**config.mk**
```make
export PLATFORM = sky130hd
export DESIGN_NAME = lpmpc_top
export DESIGN_NICKNAME = d
export VERILOG_FILES = /design/src/lpmpc_pkg.sv /design/src/lpmpc_top.sv
export SDC_FILE = /design/constraint.sdc
export NUM_CORES = 1
export LEC_CHECK = 0
export BUFFER_PORTS_ARGS = -buffer_cell sky130_fd_sc_hd__buf_2
export CELL_PAD_IN_SITES_DETAIL_PLACEMENT = 0
export CELL_PAD_IN_SITES_GLOBAL_PLACEMENT = 1
export CORE_UTILIZATION = 37
export CTS_CLUSTER_DIAMETER = 80
export DETAILED_ROUTE_END_ITERATION = 10
export PLACE_DENSITY = 0.77
export SETUP_SLACK_MARGIN = 0.15
export SLEW_MARGIN = 40
export SYNTH_ARGS = -nofsm -noshare
export SYNTH_HDL_FRONTEND = slang
export SYNTH_SLANG_ARGS = --single-unit
```
**constraint.sdc**
```tcl
create_clock -name clock_in -period 2.5 [get_ports clock_in]
set_clock_uncertainty 0.15 [all_clocks]
set_input_delay 0 -clock clock_in [delete_from_list [all_inputs] [get_ports clock_in]]
set_output_delay 0 -clock clock_in [all_outputs]
set_load 0.01 [all_outputs]
```
**src/lpmpc_pkg.sv**
```systemverilog
// Shared constants and types for the low-power mode and port controller.
package lpmpc_pkg;
    localparam int CLK_PERIOD_NS = 4;
    localparam int RESET_HOLD_NS = 1000;
    localparam int DISC_PINS = 14;
    localparam int NIB_W = 4;
    localparam int BITNUM_W = 4;
    localparam int WP_NUM = 2;
    localparam int WP_DEN = 8;
    localparam int INSTR_CLKS = 8;
    localparam int IRQ_SRCS = 4;

    localparam logic [7:0] OFF_PIN_FUNC = 8'h00;
    localparam logic [7:0] OFF_STATUS = 8'h04;
    localparam logic [7:0] OFF_DISC_LATCH = 8'h08;
    localparam logic [7:0] OFF_DISC_PINS = 8'h0c;

    localparam int PF_INT = 0;
    localparam int PF_SCK = 1;
    localparam int PF_SI = 2;
    localparam int PF_W = 3;
    localparam int ST_STATE_LSB = 0;
    localparam int ST_STOP_EXIT = 3;
    localparam int ST_SHORT_RST = 4;

    localparam int PIN_INT = 5;
    localparam int PIN_SCK = 6;
    localparam int PIN_SI = 7;

    localparam logic [PF_W-1:0] PIN_FUNC_RST = 3'h0;
    localparam logic [DISC_PINS-1:0] DISC_LATCH_RST = 14'h3fff;
    localparam logic [31:0] APB_ZERO = 32'h0000_0000;

    typedef enum logic [2:0] {
        PS_ACTIVE = 3'b001,
        PS_STANDBY = 3'b010,
        PS_STOP = 3'b100
    } lpmpc_state_t;
endpackage

```
**src/lpmpc_top.sv**
```systemverilog
// Low-power mode sequencer with discrete and nibble port control behind an APB slave.
//
// Functional notes
// - Standby stops instruction clock; oscillator, interrupts, timers, serial keep running.
// - Standby keeps every register, flag, RAM word and pin unchanged.
// - Standby ends on reset (full reset) or any pending interrupt request.
// - Interrupt wake resumes at the instruction after the standby instruction.
// - After that instruction, take interrupt if enable flag 1, else hold it pending.
// - Stop halts oscillator, execution, interrupts, counters, serial and comparator.
// - Stop ends only by reset, held at least the oscillator settling time; a shorter reset also ends it here and sets the short-reset flag.
// - After stop, RAM kept; accumulator, B, X, Y, carry, serial data lost.
// - Stop puts pins in high impedance; pull-down high-voltage pins pull low.
// - Halt signal low in stop disables drivers, boost and pull-ups; high keeps pins.
// - Output instruction pulses the addressed nibble port for two-eighths instruction cycle.
// - Without the write pulse, only the pull-up holds the high level.
// - Fourteen discrete pins, each set, cleared and tested by bit number.
// - Pins 5 to 11 are shared; nonexistent discrete bits give invalid data.
// - Nibble ports move four bits; nonexistent writes ignored, reads undefined.
// - Pins 5, 6, 7 in interrupt, clock or serial-in use lose their pull-up.
// - A request is present when its flag is 1 and its mask bit is 0.
module lpmpc_top
    import lpmpc_pkg::*;
#(
    parameter int NIB_PORTS = 3,
    parameter int INSTR_CYCLE_CLKS = lpmpc_pkg::INSTR_CLKS,
    parameter int RESET_HOLD_TIME_NS = lpmpc_pkg::RESET_HOLD_NS,
    parameter logic [lpmpc_pkg::DISC_PINS-1:0] PULLUP_OPT = 14'h0fe0,
    parameter logic [lpmpc_pkg::DISC_PINS-1:0] PULLDOWN_OPT = 14'h0000
) (
    input wire logic clock_in,
    input wire logic sys_rst_in,
    input wire logic psel_in,
    input wire logic penable_in,
    input wire logic pwrite_in,
    input wire logic [7:0] paddr_in,
    input wire logic [31:0] pwdata_in,
    output logic [31:0] prdata_out,
    output logic pready_out,
    output logic pslverr_out,
    input wire logic enter_standby_instr_in,
    input wire logic stop_instr_in,
    input wire logic instr_done_in,
    input wire logic [lpmpc_pkg::IRQ_SRCS-1:0] irq_flag_in,
    input wire logic [lpmpc_pkg::IRQ_SRCS-1:0] irq_mask_bit_in,
    input wire logic interrupt_enable_flag_in,
    input wire logic discrete_bit_set_clear_instr_in,
    input wire logic discrete_bit_set_value_in,
    input wire logic discrete_bit_test_instr_in,
    input wire logic [lpmpc_pkg::BITNUM_W-1:0] discrete_bitnum_in,
    input wire logic acc_to_nibble_port_in,
    input wire logic nibble_port_to_acc_in,
    input wire logic [3:0] nibble_port_addr_in,
    input wire logic [lpmpc_pkg::NIB_W-1:0] nibble_wdata_in,
    input wire logic [lpmpc_pkg::DISC_PINS-1:0] disc_pin_in,
    input wire logic [NIB_PORTS*lpmpc_pkg::NIB_W-1:0] nib_pin_in,
    output logic [lpmpc_pkg::DISC_PINS-1:0] disc_pin_out,
    output logic [lpmpc_pkg::DISC_PINS-1:0] disc_pin_oe_out,
    output logic [lpmpc_pkg::DISC_PINS-1:0] disc_pullup_en_out,
    output logic [lpmpc_pkg::DISC_PINS-1:0] disc_pulldown_en_out,
    output logic [NIB_PORTS*lpmpc_pkg::NIB_W-1:0] nib_pin_out,
    output logic [NIB_PORTS*lpmpc_pkg::NIB_W-1:0] nib_pin_oe_out,
    output logic [NIB_PORTS-1:0] nib_write_pulse_out,
    output logic discrete_bit_test_out,
    output logic discrete_bit_valid_out,
    output logic [lpmpc_pkg::NIB_W-1:0] nibble_rdata_out,
    output logic exec_clk_en_out,
    output logic osc_en_out,
    output logic periph_en_out,
    output logic comp_en_out,
    output logic halt_n_out,
    output logic take_irq_out,
    output logic core_regs_lost_out,
    output lpmpc_pkg::lpmpc_state_t power_state_out
);
    import lpmpc_pkg::*;

    localparam int NW = NIB_PORTS * NIB_W;
    localparam int RST_HOLD_CLKS = (RESET_HOLD_TIME_NS + CLK_PERIOD_NS - 1) / CLK_PERIOD_NS;
    localparam int WP_CLKS = (INSTR_CYCLE_CLKS * WP_NUM) / WP_DEN < 1 ? 1 :
                             (INSTR_CYCLE_CLKS * WP_NUM) / WP_DEN;
    localparam int RC_W = $clog2(RST_HOLD_CLKS + 1);
    localparam int WC_W = $clog2(WP_CLKS + 1);

    function automatic logic apb_hit(input logic [7:0] a, input logic [7:0] off);
        apb_hit = (a == off);
    endfunction

    lpmpc_state_t state_ff, nxt_state;
    logic irq_present;
    logic wake_pending_ff;
    logic [DISC_PINS-1:0] disc_s1_ff, disc_s2_ff;
    logic [NW-1:0] nib_s1_ff, nib_s2_ff;
    logic [DISC_PINS-1:0] disc_latch_ff;
    logic [NW-1:0] nib_latch_ff;
    logic [PF_W-1:0] pin_func_ff;
    logic stop_exit_ff, short_rst_ff;
    logic [RC_W-1:0] rst_cnt_ff;
    logic [WC_W-1:0] wp_cnt_ff [NIB_PORTS];
    logic [DISC_PINS-1:0] func_input;
    logic executing;
    logic apb_acc, apb_wr, apb_rd_hit;
    logic [31:0] rd_mux;
    logic [RC_W-1:0] rst_hold_min;

    assign rst_hold_min = RC_W'(RST_HOLD_CLKS);
    assign irq_present = |(irq_flag_in & ~irq_mask_bit_in);
    assign executing = (state_ff == PS_ACTIVE);

    // Pins 5 to 7 switched to their input function lose the pull-up and the driver.
    always_comb begin
        func_input = '0;
        func_input[PIN_INT] = pin_func_ff[PF_INT];
        func_input[PIN_SCK] = pin_func_ff[PF_SCK];
        func_input[PIN_SI] = pin_func_ff[PF_SI];
    end

    // Power state; reset is the only way out of stop.
    always_comb begin
        nxt_state = state_ff;
        unique case (state_ff)
            PS_ACTIVE: begin
                if (stop_instr_in) begin
                    nxt_state = PS_STOP;
                end else if (enter_standby_instr_in) begin
                    nxt_state = PS_STANDBY;
                end
            end
            PS_STANDBY: begin
                if (irq_present) begin
                    nxt_state = PS_ACTIVE;
                end
            end
            PS_STOP: begin
                nxt_state = PS_STOP;
            end
            default: begin
                nxt_state = PS_ACTIVE;
            end
        endcase
    end

    always_ff @(posedge clock_in) begin
        if (sys_rst_in) begin
            state_ff <= PS_ACTIVE;
        end else begin
            state_ff <= nxt_state;
        end
    end

    // Mode outputs follow the next state so the core gates off in the entry cycle.
    always_ff @(posedge clock_in) begin
        if (sys_rst_in) begin
            exec_clk_en_out <= 1'b1;
            osc_en_out <= 1'b1;
            periph_en_out <= 1'b1;
            comp_en_out <= 1'b1;
            halt_n_out <= 1'b1;
            power_state_out <= PS_ACTIVE;
        end else begin
            exec_clk_en_out <= (nxt_state == PS_ACTIVE);
            osc_en_out <= (nxt_state != PS_STOP);
            periph_en_out <= (nxt_state != PS_STOP);
            comp_en_out <= (nxt_state == PS_ACTIVE);
            halt_n_out <= (nxt_state != PS_STOP);
            power_state_out <= nxt_state;
        end
    end

    // After an interrupt wake the next instruction runs first, then the request is judged.
    always_ff @(posedge clock_in) begin
        if (sys_rst_in) begin
            wake_pending_ff <= 1'b0;
            take_irq_out <= 1'b0;
        end else begin
            take_irq_out <= 1'b0;
            if (state_ff == PS_STANDBY && irq_present) begin
                wake_pending_ff <= 1'b1;
            end else if (wake_pending_ff && instr_done_in) begin
                wake_pending_ff <= 1'b0;
                take_irq_out <= interrupt_enable_flag_in && irq_present;
            end
        end
    end

    // Reset width and stop-exit tracking; these flops deliberately see the reset as data.
    always_ff @(posedge clock_in) begin
        if (sys_rst_in) begin
            if (rst_cnt_ff != rst_hold_min) begin
                rst_cnt_ff <= rst_cnt_ff + RC_W'(1);
            end
            if (state_ff == PS_STOP) begin
                stop_exit_ff <= 1'b1;
                core_regs_lost_out <= 1'b1;
            end else if (core_regs_lost_out) begin
                core_regs_lost_out <= 1'b1;
            end else begin
                // A reset that did not start in stop is ordinary and clears the record.
                stop_exit_ff <= 1'b0;
                core_regs_lost_out <= 1'b0;
            end
        end else begin
            rst_cnt_ff <= '0;
            core_regs_lost_out <= 1'b0;
            if (apb_wr && apb_hit(paddr_in, OFF_STATUS) && pwdata_in[ST_STOP_EXIT]) begin
                stop_exit_ff <= 1'b0;
            end
        end
    end

    // A reset that leaves stop shorter than the settling time is flagged for software.
    always_ff @(posedge clock_in) begin
        if (sys_rst_in) begin
            short_rst_ff <= 1'b0;
        end else if (stop_exit_ff && rst_cnt_ff != '0 && rst_cnt_ff < rst_hold_min) begin
            short_rst_ff <= 1'b1;
        end else if (apb_wr && apb_hit(paddr_in, OFF_STATUS) && pwdata_in[ST_SHORT_RST]) begin
            short_rst_ff <= 1'b0;
        end
    end

    always_ff @(posedge clock_in) begin
        disc_s1_ff <= disc_pin_in;
        disc_s2_ff <= disc_s1_ff;
        nib_s1_ff <= nib_pin_in;
        nib_s2_ff <= nib_s1_ff;
    end

    // Port latches only change on executed instructions, so standby retains them.
    always_ff @(posedge clock_in) begin
        if (sys_rst_in) begin
            disc_latch_ff <= DISC_LATCH_RST;
            discrete_bit_test_out <= 1'b0;
            discrete_bit_valid_out <= 1'b0;
        end else begin
            discrete_bit_valid_out <= 1'b0;
            if (executing && discrete_bit_set_clear_instr_in &&
                discrete_bitnum_in < BITNUM_W'(DISC_PINS)) begin
                disc_latch_ff[discrete_bitnum_in] <= discrete_bit_set_value_in;
            end
            if (executing && discrete_bit_test_instr_in) begin
                if (discrete_bitnum_in < BITNUM_W'(DISC_PINS)) begin
                    discrete_bit_test_out <= disc_s2_ff[discrete_bitnum_in];
                    discrete_bit_valid_out <= 1'b1;
                end else begin
                    discrete_bit_test_out <= 1'b0;
                end
            end
        end
    end

    always_ff @(posedge clock_in) begin
        if (sys_rst_in) begin
            nib_latch_ff <= '1;
            nibble_rdata_out <= '0;
        end else begin
            if (executing && acc_to_nibble_port_in && nibble_port_addr_in < 4'(NIB_PORTS)) begin
                nib_latch_ff[nibble_port_addr_in*NIB_W +: NIB_W] <= nibble_wdata_in;
            end
            if (executing && nibble_port_to_acc_in) begin
                nibble_rdata_out <= (nibble_port_addr_in < 4'(NIB_PORTS)) ?
                    nib_s2_ff[nibble_port_addr_in*NIB_W +: NIB_W] : '0;
            end
        end
    end

    // Boost pulse per nibble port; the pull-up alone holds the high level afterwards.
    genvar gi;
    generate
        for (gi = 0; gi < NIB_PORTS; gi++) begin : g_wp
            always_ff @(posedge clock_in) begin
                if (sys_rst_in) begin
                    wp_cnt_ff[gi] <= '0;
                    nib_write_pulse_out[gi] <= 1'b0;
                end else if (executing && acc_to_nibble_port_in &&
                             nibble_port_addr_in == 4'(gi)) begin
                    wp_cnt_ff[gi] <= WC_W'(WP_CLKS - 1);
                    nib_write_pulse_out[gi] <= 1'b1;
                end else if (wp_cnt_ff[gi] != '0) begin
                    wp_cnt_ff[gi] <= wp_cnt_ff[gi] - WC_W'(1);
                end else begin
                    nib_write_pulse_out[gi] <= 1'b0;
                end
            end
        end
    endgenerate

    // Pin drive; in stop every driver and pull-up is off and only pull-downs remain.
    always_ff @(posedge clock_in) begin
        if (sys_rst_in) begin
            disc_pin_out <= DISC_LATCH_RST;
            disc_pin_oe_out <= '0;
            disc_pullup_en_out <= PULLUP_OPT;
            disc_pulldown_en_out <= PULLDOWN_OPT;
            nib_pin_out <= '1;
            nib_pin_oe_out <= '0;
        end else begin
            disc_pin_out <= disc_latch_ff;
            nib_pin_out <= nib_latch_ff;
            disc_pulldown_en_out <= PULLDOWN_OPT;
            if (nxt_state == PS_STOP) begin
                disc_pin_oe_out <= '0;
                disc_pullup_en_out <= '0;
                nib_pin_oe_out <= '0;
            end else begin
                // Open-drain style: drive only a low; plain input use relies on the latch at 1, function inputs are gated off.
                disc_pin_oe_out <= ~disc_latch_ff & ~func_input;
                disc_pullup_en_out <= PULLUP_OPT & ~func_input;
                nib_pin_oe_out <= ~nib_latch_ff;
            end
        end
    end

    // APB slave: one wait state, then pready with registered data.
    assign apb_acc = psel_in && penable_in && pready_out;
    assign apb_wr = apb_acc && pwrite_in;
    assign apb_rd_hit = apb_hit(paddr_in, OFF_PIN_FUNC) || apb_hit(paddr_in, OFF_STATUS) ||
                        apb_hit(paddr_in, OFF_DISC_LATCH) || apb_hit(paddr_in, OFF_DISC_PINS);

    always_comb begin
        rd_mux = APB_ZERO;
        if (apb_hit(paddr_in, OFF_PIN_FUNC)) begin
            rd_mux[PF_W-1:0] = pin_func_ff;
        end else if (apb_hit(paddr_in, OFF_STATUS)) begin
            rd_mux[ST_STATE_LSB +: 3] = state_ff;
            rd_mux[ST_STOP_EXIT] = stop_exit_ff;
            rd_mux[ST_SHORT_RST] = short_rst_ff;
        end else if (apb_hit(paddr_in, OFF_DISC_LATCH)) begin
            rd_mux[DISC_PINS-1:0] = disc_latch_ff;
        end else if (apb_hit(paddr_in, OFF_DISC_PINS)) begin
            rd_mux[DISC_PINS-1:0] = disc_s2_ff;
        end
    end

    always_ff @(posedge clock_in) begin
        if (sys_rst_in) begin
            pready_out <= 1'b0;
            pslverr_out <= 1'b0;
            prdata_out <= APB_ZERO;
        end else begin
            pready_out <= psel_in && penable_in && !pready_out;
            pslverr_out <= psel_in && penable_in && !pready_out && !apb_rd_hit;
            prdata_out <= (psel_in && penable_in && !pready_out && !pwrite_in) ? rd_mux : APB_ZERO;
        end
    end

    always_ff @(posedge clock_in) begin
        if (sys_rst_in) begin
            pin_func_ff <= PIN_FUNC_RST;
        end else if (apb_wr && apb_hit(paddr_in, OFF_PIN_FUNC)) begin
            pin_func_ff <= pwdata_in[PF_W-1:0];
        end
    end

    standby_hold_a: assert property (@(posedge clock_in) disable iff (sys_rst_in)
        state_ff == PS_STANDBY |=> $stable(disc_latch_ff) && $stable(nib_latch_ff))
        else $error("Port latch changed in standby.");
    standby_exec_a: assert property (@(posedge clock_in) disable iff (sys_rst_in)
        state_ff == PS_STANDBY && !irq_present |=> !exec_clk_en_out && osc_en_out && periph_en_out)
        else $error("Standby clock gating wrong.");
    standby_wake_a: assert property (@(posedge clock_in) disable iff (sys_rst_in)
        state_ff == PS_STANDBY && irq_present |=> state_ff == PS_ACTIVE && exec_clk_en_out)
        else $error("Interrupt did not end standby.");
    stop_sticky_a: assert property (@(posedge clock_in) disable iff (sys_rst_in)
        state_ff == PS_STOP |=> state_ff == PS_STOP)
        else $error("Stop left without reset.");
    stop_halt_a: assert property (@(posedge clock_in) disable iff (sys_rst_in)
        state_ff == PS_STOP |-> !halt_n_out && !osc_en_out && !comp_en_out)
        else $error("Halt or oscillator active in stop.");
    stop_hiz_a: assert property (@(posedge clock_in) disable iff (sys_rst_in)
        state_ff == PS_STOP |-> disc_pin_oe_out == '0 && disc_pullup_en_out == '0
        && nib_pin_oe_out == '0)
        else $error("Pin driven in stop.");
    irq_take_a: assert property (@(posedge clock_in) disable iff (sys_rst_in)
        wake_pending_ff && instr_done_in && !interrupt_enable_flag_in |=> !take_irq_out)
        else $error("Interrupt taken with enable flag clear.");
    pullup_off_a: assert property (@(posedge clock_in) disable iff (sys_rst_in)
        pin_func_ff[PF_SI] && state_ff != PS_STOP |=> !disc_pullup_en_out[PIN_SI])
        else $error("Serial input pin pull-up left on.");
    wpulse_len_a: assert property (@(posedge clock_in) disable iff (sys_rst_in)
        executing && acc_to_nibble_port_in && nibble_port_addr_in == 4'h0
        |=> nib_write_pulse_out[0] [*2])
        else $error("Write pulse too short.");
    reset_active_a: assert property (@(posedge clock_in)
        sys_rst_in |=> state_ff == PS_ACTIVE && halt_n_out)
        else $error("Reset did not return to active.");
endmodule

```
Word level (Yosys, flattened, before mapping)
Memories as Yosys holds them, arrays and structs flattened.
Index checks and enable logic that the tools add are counted.
{"block": "word_totals", "output_inout_bits": 133, "in_bits": 100, "register_bits": 208, "memories": 1, "mem_bits_rw": 6, "elab_cells": 189}
{"block": "op_classes", "shift": 3, "n_eq_ne": 16, "addsub": 5, "n_reduce_logical": 48, "n_lt_le_gt_ge": 5, "mux": 63, "bitwise_logic": 15}
{"memory": "wp_cnt_ff", "depth": 3, "word_bits": 2, "read_ports": 3, "rd_ports_with_merged_regs": 0, "write_ports": 3, "line_no": "lpmpc_top.sv:98", "text": "logic [WC_W-1:0] wp_cnt_ff [NIB_PORTS];"}
{"cell": "$mux 1", "n": 43}
{"cell": "$neg 6->34", "n": 1}
{"cell": "$shift 4x34->12 const A", "n": 1}
{"cell": "$shiftx 4x34->12", "n": 1}
{"cell": "$mux 14", "n": 2}
{"cell": "$logic_and 1x1->1", "n": 25}
{"cell": "$eq 8x4->1 const B", "n": 2}
{"cell": "$and 14x14->14", "n": 1}
{"cell": "$bwmux 14", "n": 1}
{"cell": "$not 14->14", "n": 1}
{"cell": "$not 8->14", "n": 1}
{"cell": "$bwmux 12", "n": 1}
{"cell": "$mux 12", "n": 1}
{"cell": "$mux 2", "n": 6}
{"cell": "$mux 3", "n": 4}
{"cell": "$not 12->12", "n": 1}
{"cell": "$reduce_bool 2->1", "n": 6}
{"cell": "$shiftx 12x7->4", "n": 1}
{"cell": "$pmux 3 s3", "n": 1}
{"cell": "$add 8x1->8 const B", "n": 1}
{"cell": "$eq 8x3->1 const B", "n": 1}
{"cell": "$logic_not 8->1", "n": 1}
{"cell": "$lt 8x8->1 const B", "n": 1}
{"cell": "$ne 8x8->1 const B", "n": 1}
{"cell": "29 further kinds", "n": 50}

Depth between registers and ports, before layout
Gate-level depths: netlist (run 1).
{"block": "logic_depth", "ltp_word": 8, "ltp_mapped": 8, "mapped_depth_nobuf": 6}

Worst setup path after synthesis (run 1)
No wires, ideal clock.
{"block": "synth_timing", "kind": "input to register", "from": "input nibble_port_addr_in[1]", "to": "register nib_latch_ff[7]", "t_arrival_ns": 1.758, "required_time_ns": 2.226, "cell_stages": 8, "path_buffers": 2, "setup_slack_ns": 0.468, "setup_time_ns": 0.124, "cell_sequence": "clkbuf_1 or3_1 ha_1 nor3_1 nand3_1 or4_1 buf_2 mux2i_1"}
{"block": "synth_between", "elab_chain_cells": 3, "word_cells_on_any_way": 6, "classes_between": "1 x add/sub; 1 x order compare; 2 x shift; 1 x mux; 1 x reduce/logical"}
{"element": "from (decl)", "line_no": "lpmpc_top.sv:52", "text": "input wire logic [3:0] nibble_port_addr_in,"}
{"element": "$neg 6->34", "line_no": "lpmpc_top.sv:257", "text": "nib_latch_ff[nibble_port_addr_in*NIB_W +: NIB_W] <= nibble_wdata_in;"}
{"element": "$shiftx 4x34->12 / $shift 4x34->12 (equally long branches)", "line_no": "lpmpc_top.sv:257"}
{"element": "$bwmux 12", "line_no": "lpmpc_top.sv:257"}
{"element": "to (signal, indexed assignment)", "line_no": "lpmpc_top.sv:257"}
{"element": "to (decl)", "line_no": "lpmpc_top.sv:94", "text": "logic [NW-1:0] nib_latch_ff;"}
Parallel ways exist; a longest one is shown, timed or not.
A chain may end at the register's enable or synchronous reset.

Worst setup path after layout (run 1)
{"block": "layout_timing", "from": "input nibble_port_addr_in[0]", "to": "register nib_latch_ff[1]"}
Same word-level chain as after synthesis.

==> out/qor.txt, run 1 <==
Leading cell types by total area after synthesis = sky130_fd_sc_hd__dfxtp_1 56%, sky130_fd_sc_hd__mux2i_1 5.5%, sky130_fd_sc_hd__buf_4 5.4%
Most numerous cell types in the synthesized netlist = 178 x sky130_fd_sc_hd__dfxtp_1, 83 x sky130_fd_sc_hd__nor2_1, 46 x sky130_fd_sc_hd__buf_4
Total detailed-routing wirelength = 15,400 um
Adder and majority gate portion of the synthesized area = 0.0215
Die Outline Area = 17,800 sq um
Final net count = 957
Area growth, synth to finish = 34.9%
Top cell type by total area after synthesis = sky130_fd_sc_hd__dfxtp_1
Critical path required time = 2.66 ns
Initial antenna violation count = 0
Fin crit share = 0.896
Final setup fails = 0
Starting density of the core = 0.382
Via count of the first global-routing pass = 4,974
Multiplexer share of the synthesized area = 0.0758
Global-route congestion overflow total = 0
Residual antenna-violating net count after detailed routing = 0
Internal cell power = 4.88 mW
Height of the die = 134 um
Antenna cells = 0
Placeable core region = 16,800 sq um
Insertion delay to the later sink of the worst-skew pair = 0.43 ns
Cell row count = 47
Post-detailed-route wirelength per cell = 14.3 um
Maximum number of buffers from clock root to sink = 2
HP Class = input pin to flip-flop
Cell with the most instances after synthesis = sky130_fd_sc_hd__dfxtp_1
Power share of the clock group = 0.402
Clock slew seen by the registers of the worst setup and hold paths = 0.07 ns
Detailed-placement wirelength estimate = 10,800 um
Synth top area share = 0.556
Register bit total from synthesis = 185
Share of total power in combinational logic = 0.110
Cell Pwr Density = 751 nW/um^2
Maxcap violations = 0
Post-Syn Area per Cell = 10.5 sq um
Kind of start point of the critical path = input pin
Primary flip-flop cell chosen by synthesis mapping = sky130_fd_sc_hd__dfxtp_1
Vias post-DR = 4,896
Post-Synth XOR/XNOR Area = 0.00957
Reg-to-reg slack, setup = 0.32 ns
Fraction of the mapped netlist area in simple logic gates = 0.157
Violation count after the first detailed-routing iteration = 245
First-pass GRT wire length = 24,300 um
Proportion of layout cells with a drive suffix above 1 = 0.272
Slew of the pin with the lowest slew margin = 0.688 ns
Aggregate global-route resource usage = 0.176
Max-slew headroom = 0.541
Count of H-tree levels built during CTS = 4
Max frequency = 0.446 GHz
Clock root buffer = sky130_fd_sc_hd__clkbuf_16
Yosys warnings = 0
First drt pass iteration count = 6
Count of pins on the block boundary = 233
Start-to-end type of the worst setup path = input pin to flip-flop
Ys async rst share = 0
Overall die width = 134 um
Critical Path AT = 2.40 ns
Result of the run = complete, no violations
Portion of the post-synthesis area used by sequential elements = 0.589
Type of destination of the critical path = flip-flop
Part of the power in registers = 0.488
TritonCTS clock tree = done
Maximum number of pins on one net before global-route repair = 26
Post-DR vias/cell = 4.54
Net switching power of the design = 1.61 mW
Cell area after technology mapping = 6400 sq um
Routability Congestion = 0.822
Largest family of logic cells by synthesized area = simple AND/OR/NAND/NOR gates
Setup TNS after final layout = 0 ns
EDFF count, synth = 7
Compound-Gate Fraction of Synth Area = 0.0568
Lkg Pwr = 3.77 nW
Pins over their slew limit = 0
Unrepaired setup endpoints after global routing = true
Net switching fraction of the power = 0.248
Number of sinks on the clock net = 185
Final-report hold violation count = 0
CP max FO = 9
Peak supply drop = 0.477 mV
Final period demand of the worst path = 2.24 ns
Gate count after technology mapping = 609
Number of port buffers = 166
Number of distinct library cell variants in the gate-level netlist after synthesis = 51
Post-detailed-route DRC marker count = 0
Clock buffer count from CTS = 17
Final Total Pwr = 6.49 mW
-- worst paths after layout --
kind	startpoint	endpoint	cells after the start
min reg2reg	disc_s1_ff[0]	disc_s2_ff[0]	0
max	nibble_port_addr_in[0]	nib_latch_ff[1]	10
min	sys_rst_in	nib_latch_ff[8]	4
max reg2reg	pready_out	prdata_out[7]	5
-- power groups by stage --
stage / combinational [mW] / sequential [mW] / clock (mW)
2_1_floorplan: 0.448 / 3.23 / 0
3_3_place_gp: 0.594 / 3.23 / 0
3_5_place_dp: 0.614 / 3.24 / 0
4_1_cts: 0.708 / 3.17 / 2.66
5_1_grt: 0.803 / 3.18 / 2.77
6_report: 0.713 / 3.17 / 2.61
-- through the flow --
step / utilization / hold WS, ns / instances / instance area, sq um / setup slack (ns)
after CTS: 0.515 / 0.00322 / 1079 / 8630 / 0.223
after global placement: 0.435 / -0.0479 / 971 / 7290 / 0.342
after detailed placement: 0.435 / -0.0464 / 971 / 7290 / 0.314
after floorplan: - / -0.122 / 647 / 6550 / 0.468
final: 0.516 / 0.0146 / 1079 / 8640 / 0.259
after global routing: 0.516 / 0.0461 / 1079 / 8640 / 0.121
-- area by class of cell --
| cell class | count | area, sq um |
|---|---|---|
| Sequential cell | 185 | 3770 |
| Multi-Input combinational cell | 356 | 2210 |
| Clock inverter | 14 | 141 |
| Tap cell | 220 | 275 |
| Timing Repair Buffer | 253 | 1670 |
| Fill cell | 1545 | 8120 |
| Inverter | 33 | 124 |
| Clock buffer | 18 | 439 |
-- state kept, by name, summed over array words and instances, names as in the netlist, 14 cells and up --
signal,flops
disc_latch_ff,14
disc_pin_oe_out,14
disc_pin_out,14
disc_s1_ff,14
disc_s2_ff,14
prdata_out,14
-- layout by cell type (no fill, tap or decap), types with 4 or more instances in the layout --
master	count
sky130_fd_sc_hd__dfxtp_1	178
sky130_fd_sc_hd__mux2i_1	35
sky130_fd_sc_hd__nand3_1	12
sky130_fd_sc_hd__mux4_2	6
sky130_fd_sc_hd__and2_1	6
sky130_fd_sc_hd__dlygate4sd3_1	76
sky130_fd_sc_hd__a21oi_1	30
sky130_fd_sc_hd__or2_2	14
sky130_fd_sc_hd__edfxtp_1	7
sky130_fd_sc_hd__ha_1	11
sky130_fd_sc_hd__o21ai_0	11
sky130_fd_sc_hd__nor3_1	9
sky130_fd_sc_hd__buf_2	166
sky130_fd_sc_hd__inv_1	33
sky130_fd_sc_hd__inv_8	4
sky130_fd_sc_hd__clkbuf_16	17
sky130_fd_sc_hd__nand2b_1	8
sky130_fd_sc_hd__clkinvlp_4	4
sky130_fd_sc_hd__nor2_1	83
sky130_fd_sc_hd__nand2_1	19
sky130_fd_sc_hd__a31oi_1	8
sky130_fd_sc_hd__xnor2_1	5
sky130_fd_sc_hd__buf_4	11
sky130_fd_sc_hd__conb_1	39
sky130_fd_sc_hd__nor2b_1	10
sky130_fd_sc_hd__nor3b_1	4
-- what timing repair did --
item / CTS / global route
gates resized for setup: 0 / 3
setup endpoints to repair: 0 / 13
hold endpoints to repair: 91 / 0
setup buffers: 0 / 0
hold buffers: 76 / 0
-- kinds of logic (layout without fill, tap and decap cells) --
kind of cell / count (synthesis) / count (layout)
AND/OR/NAND/NOR: 196 / 196
adder cells (fa/ha/maj): 11 / 11
other: 1 / 39
flip-flops: 185 / 185
buffers and inverters: 106 / 318
XOR/XNOR: 7 / 7
AO/OA/AOI/OAI: 62 / 62
multiplexers: 41 / 41
-- layer usage --
metal  up-vias  global-route usage  part of all wire
li1       2416                   -                 -
met1      2315               0.215              0.44
met2       153               0.305              0.50
met3        12              0.0445             0.046
met4         0              0.0537            0.0091
met5         -                   0                 0
-- critical path, cell delays in order --
cell and delay (ns):
sky130_fd_sc_hd__buf_2 0.09, sky130_fd_sc_hd__dlygate4sd3_1 0.55, sky130_fd_sc_hd__buf_4 0.16, sky130_fd_sc_hd__inv_1 0.09, sky130_fd_sc_hd__ha_1 0.32, sky130_fd_sc_hd__nor2_1 0.14, sky130_fd_sc_hd__nand4b_1 0.15, sky130_fd_sc_hd__o21ai_0 0.19
sky130_fd_sc_hd__nand3_1 0.11, sky130_fd_sc_hd__dlygate4sd3_1 0.61
No activity file was read; power rests on OpenSTA's default activity.
==> inputs of run 2 (changes only) <==
Settings changed: CORE_UTILIZATION 37 to 30, PLACE_DENSITY 0.77 to 0.65, RECOVER_POWER set to 50.
==> out/qor.txt, run 2 (synthesized netlist as in run 1, its figures left out) <==
Hold path startpoint = discrete_bitnum_in[1]
Share of total power in combinational logic = 0.108 (-0.002)
First drt pass iteration count = 7 (+1)
Count of H-tree levels built during CTS = 4 (unchanged)
Final period demand of the worst path = 2.19 ns (-0.0533 ns)
Post-detailed-route wirelength per cell = 14.0 um (-2.2%)
Peak supply drop = 0.487 mV (+2.0%)
Violation count after the first detailed-routing iteration = 233 (-4.9%)
Clock root buffer = sky130_fd_sc_hd__clkbuf_16
Result of the run = finished, violations left
Maxcap violations = 0 (unchanged)
Max-slew headroom = 0.511 (-0.0304)
Aggregate global-route resource usage = 0.148 (-0.0284)
Internal cell power = 4.86 mW (-0.38%)
Overall die width = 148 um (+11%)
Final-report hold violation count = 0 (unchanged)
Startpoint of the lowest-slack register-to-register path = power_state_out[1]
Setup TNS after final layout = 0 ns (unchanged)
Global-route congestion overflow total = 0 (unchanged)
Vias post-DR = 4,852 (-0.90%)
Clock slew seen by the registers of the worst setup and hold paths = 0.07 ns (about the same)
Proportion of layout cells with a drive suffix above 1 = 0.164 (-0.108)
Count of pins on the block boundary = 233 (unchanged)
Residual antenna-violating net count after detailed routing = 0 (unchanged)
Fin crit share = 0.875 (-0.0213)
Pins over their slew limit = 0 (unchanged)
Maximum number of buffers from clock root to sink = 2 (unchanged)
Number of port buffers = 166 (unchanged)
Power share of the clock group = 0.405 (+0.003)
Max frequency = 0.457 GHz (+2.4%)
Clock buffer count from CTS = 17 (unchanged)
Placement-stage worst setup slack = 0.364 ns (+0.0499 ns)
Setup ws final = 0.312 ns (+0.0533 ns)
Type of destination of the critical path = flip-flop
Final net count = 963 (+0.63%)
Start-to-end type of the worst setup path = input pin to flip-flop
Unrepaired setup endpoints after global routing = false
Die Outline Area = 21,900 sq um (+23%)
Placeable core region = 21,000 sq um (+25%)
Maximum number of pins on one net before global-route repair = 27 (+3.8%)
Via count of the first global-routing pass = 4,539 (-8.7%)
Slew of the pin with the lowest slew margin = 0.727 ns (+0.0396 ns)
Insertion delay to the later sink of the worst-skew pair = 0.43 ns (about the same)
Cell Pwr Density = 754 nW/um^2 (+0.44%)
Net switching power of the design = 1.66 mW (+3.3%)
Detailed-placement wirelength estimate = 10,900 um (+1.0%)
Cell row count = 53 (+13%)
Top library cells by usage in the layout, fill and taps aside = 177 x sky130_fd_sc_hd__dfxtp_1, 92 x sky130_fd_sc_hd__clkbuf_1, 83 x sky130_fd_sc_hd__nor2_1
Area growth, synth to finish = 35.1%
Kind of start point of the critical path = input pin
Final setup fails = 0 (unchanged)
Post-detailed-route DRC marker count = 2 (+2)
TritonCTS clock tree = done
Most common library cell in the layout ignoring fill and taps = sky130_fd_sc_hd__dfxtp_1
Antenna cells = 0 (unchanged)
Part of the power in registers = 0.487 (about the same)
Total detailed-routing wirelength = 15,900 um (+3.4%)
CP max FO = 9 (unchanged)
Lkg Pwr = 3.51 nW (-6.9%)
HP Class = input pin to flip-flop
Number of sinks on the clock net = 185 (unchanged)
Critical Path AT = 2.35 ns (-0.05 ns)
Critical path required time = 2.66 ns (about the same)
Initial antenna violation count = 0 (unchanged)
Post-DR vias/cell = 4.26 (-6.2%)
Net switching fraction of the power = 0.255 (+0.00688)
Routability Congestion = 0.765 (-6.9%)
Violations in the final reports = DRC
Starting density of the core = 0.306 (-0.0765)
Height of the die = 148 um (+11%)
First-pass GRT wire length = 24,400 um (+0.12%)
CP startpoint = nibble_port_addr_in[0]
-- run 2: worst max-delay path: stages --
cell and delay (ns):
sky130_fd_sc_hd__buf_2 0.10, sky130_fd_sc_hd__dlygate4sd3_1 0.55, sky130_fd_sc_hd__buf_4 0.17, sky130_fd_sc_hd__ha_1 0.22
sky130_fd_sc_hd__nor3_2 0.20, sky130_fd_sc_hd__nand3_1 0.11, sky130_fd_sc_hd__buf_4 0.18, sky130_fd_sc_hd__o21ai_0 0.15
sky130_fd_sc_hd__nand3_1 0.09, sky130_fd_sc_hd__dlygate4sd3_1 0.58
-- run 2: through the flow --
step	hold slack [ns]	area, sq um	std cells	utilization	power [mW]
2_1_floorplan	-0.122	6550	647	-	3.68
3_3_place_gp	-0.0476	7360	1027	0.351	3.85
3_5_place_dp	-0.0464	7360	1027	0.351	3.86
4_1_cts	0.0113	8760	1140	0.418	6.62
5_1_grt	0.0384	8650	1140	0.413	6.81
6_report	0.0292	8650	1140	0.413	6.52
-- run 2: cell type report --
cell class / instances / area [sq um]
Sequential cell: 185 / 3770
Multi-Input combinational cell: 356 / 2210
Timing Repair Buffer: 259 / 1620
Clock buffer: 18 / 429
Fill cell: 2177 / 12300
Clock inverter: 14 / 156
Tap cell: 275 / 344
Inverter: 33 / 124
-- run 2: final timing paths --
check / cells after the start / slack [ns] / endpoint
hold / removal: 3 / 0.03 / discrete_bit_test_out
setup reg to reg: 4 / 0.35 / power_state_out[0]
hold reg to reg: 0 / 0.17 / disc_s2_ff[7]
setup / recovery: 10 / 0.31 / nib_latch_ff[2]
-- run 2: timing repair --
action | CTS | global route
endpoints found under the hold margin | 89 | 0
setup endpoints to repair | 0 | 3
hold buffers | 81 | 0
setup buffers | 0 | 0
resized for setup | 0 | 3
-- run 2: routing by layer --
| metal | share of wire | vias up | GRT usage |
|---|---|---|---|
| met4 | 0.014 | 0 | 0.0495 |
| met5 | 0 | - | 0 |
| li1 | - | 2437 | - |
| met1 | 0.45 | 2243 | 0.189 |
| met3 | 0.057 | 18 | 0.0365 |
| met2 | 0.47 | 154 | 0.244 |
-- run 2: power by group through the flow --
stage	logic (mW)	registers, mW	clock network (mW)
6_report	0.705	3.18	2.64
5_1_grt	0.786	3.19	2.83
4_1_cts	0.717	3.18	2.72
3_5_place_dp	0.615	3.25	0
3_3_place_gp	0.609	3.24	0
2_1_floorplan	0.448	3.23	0
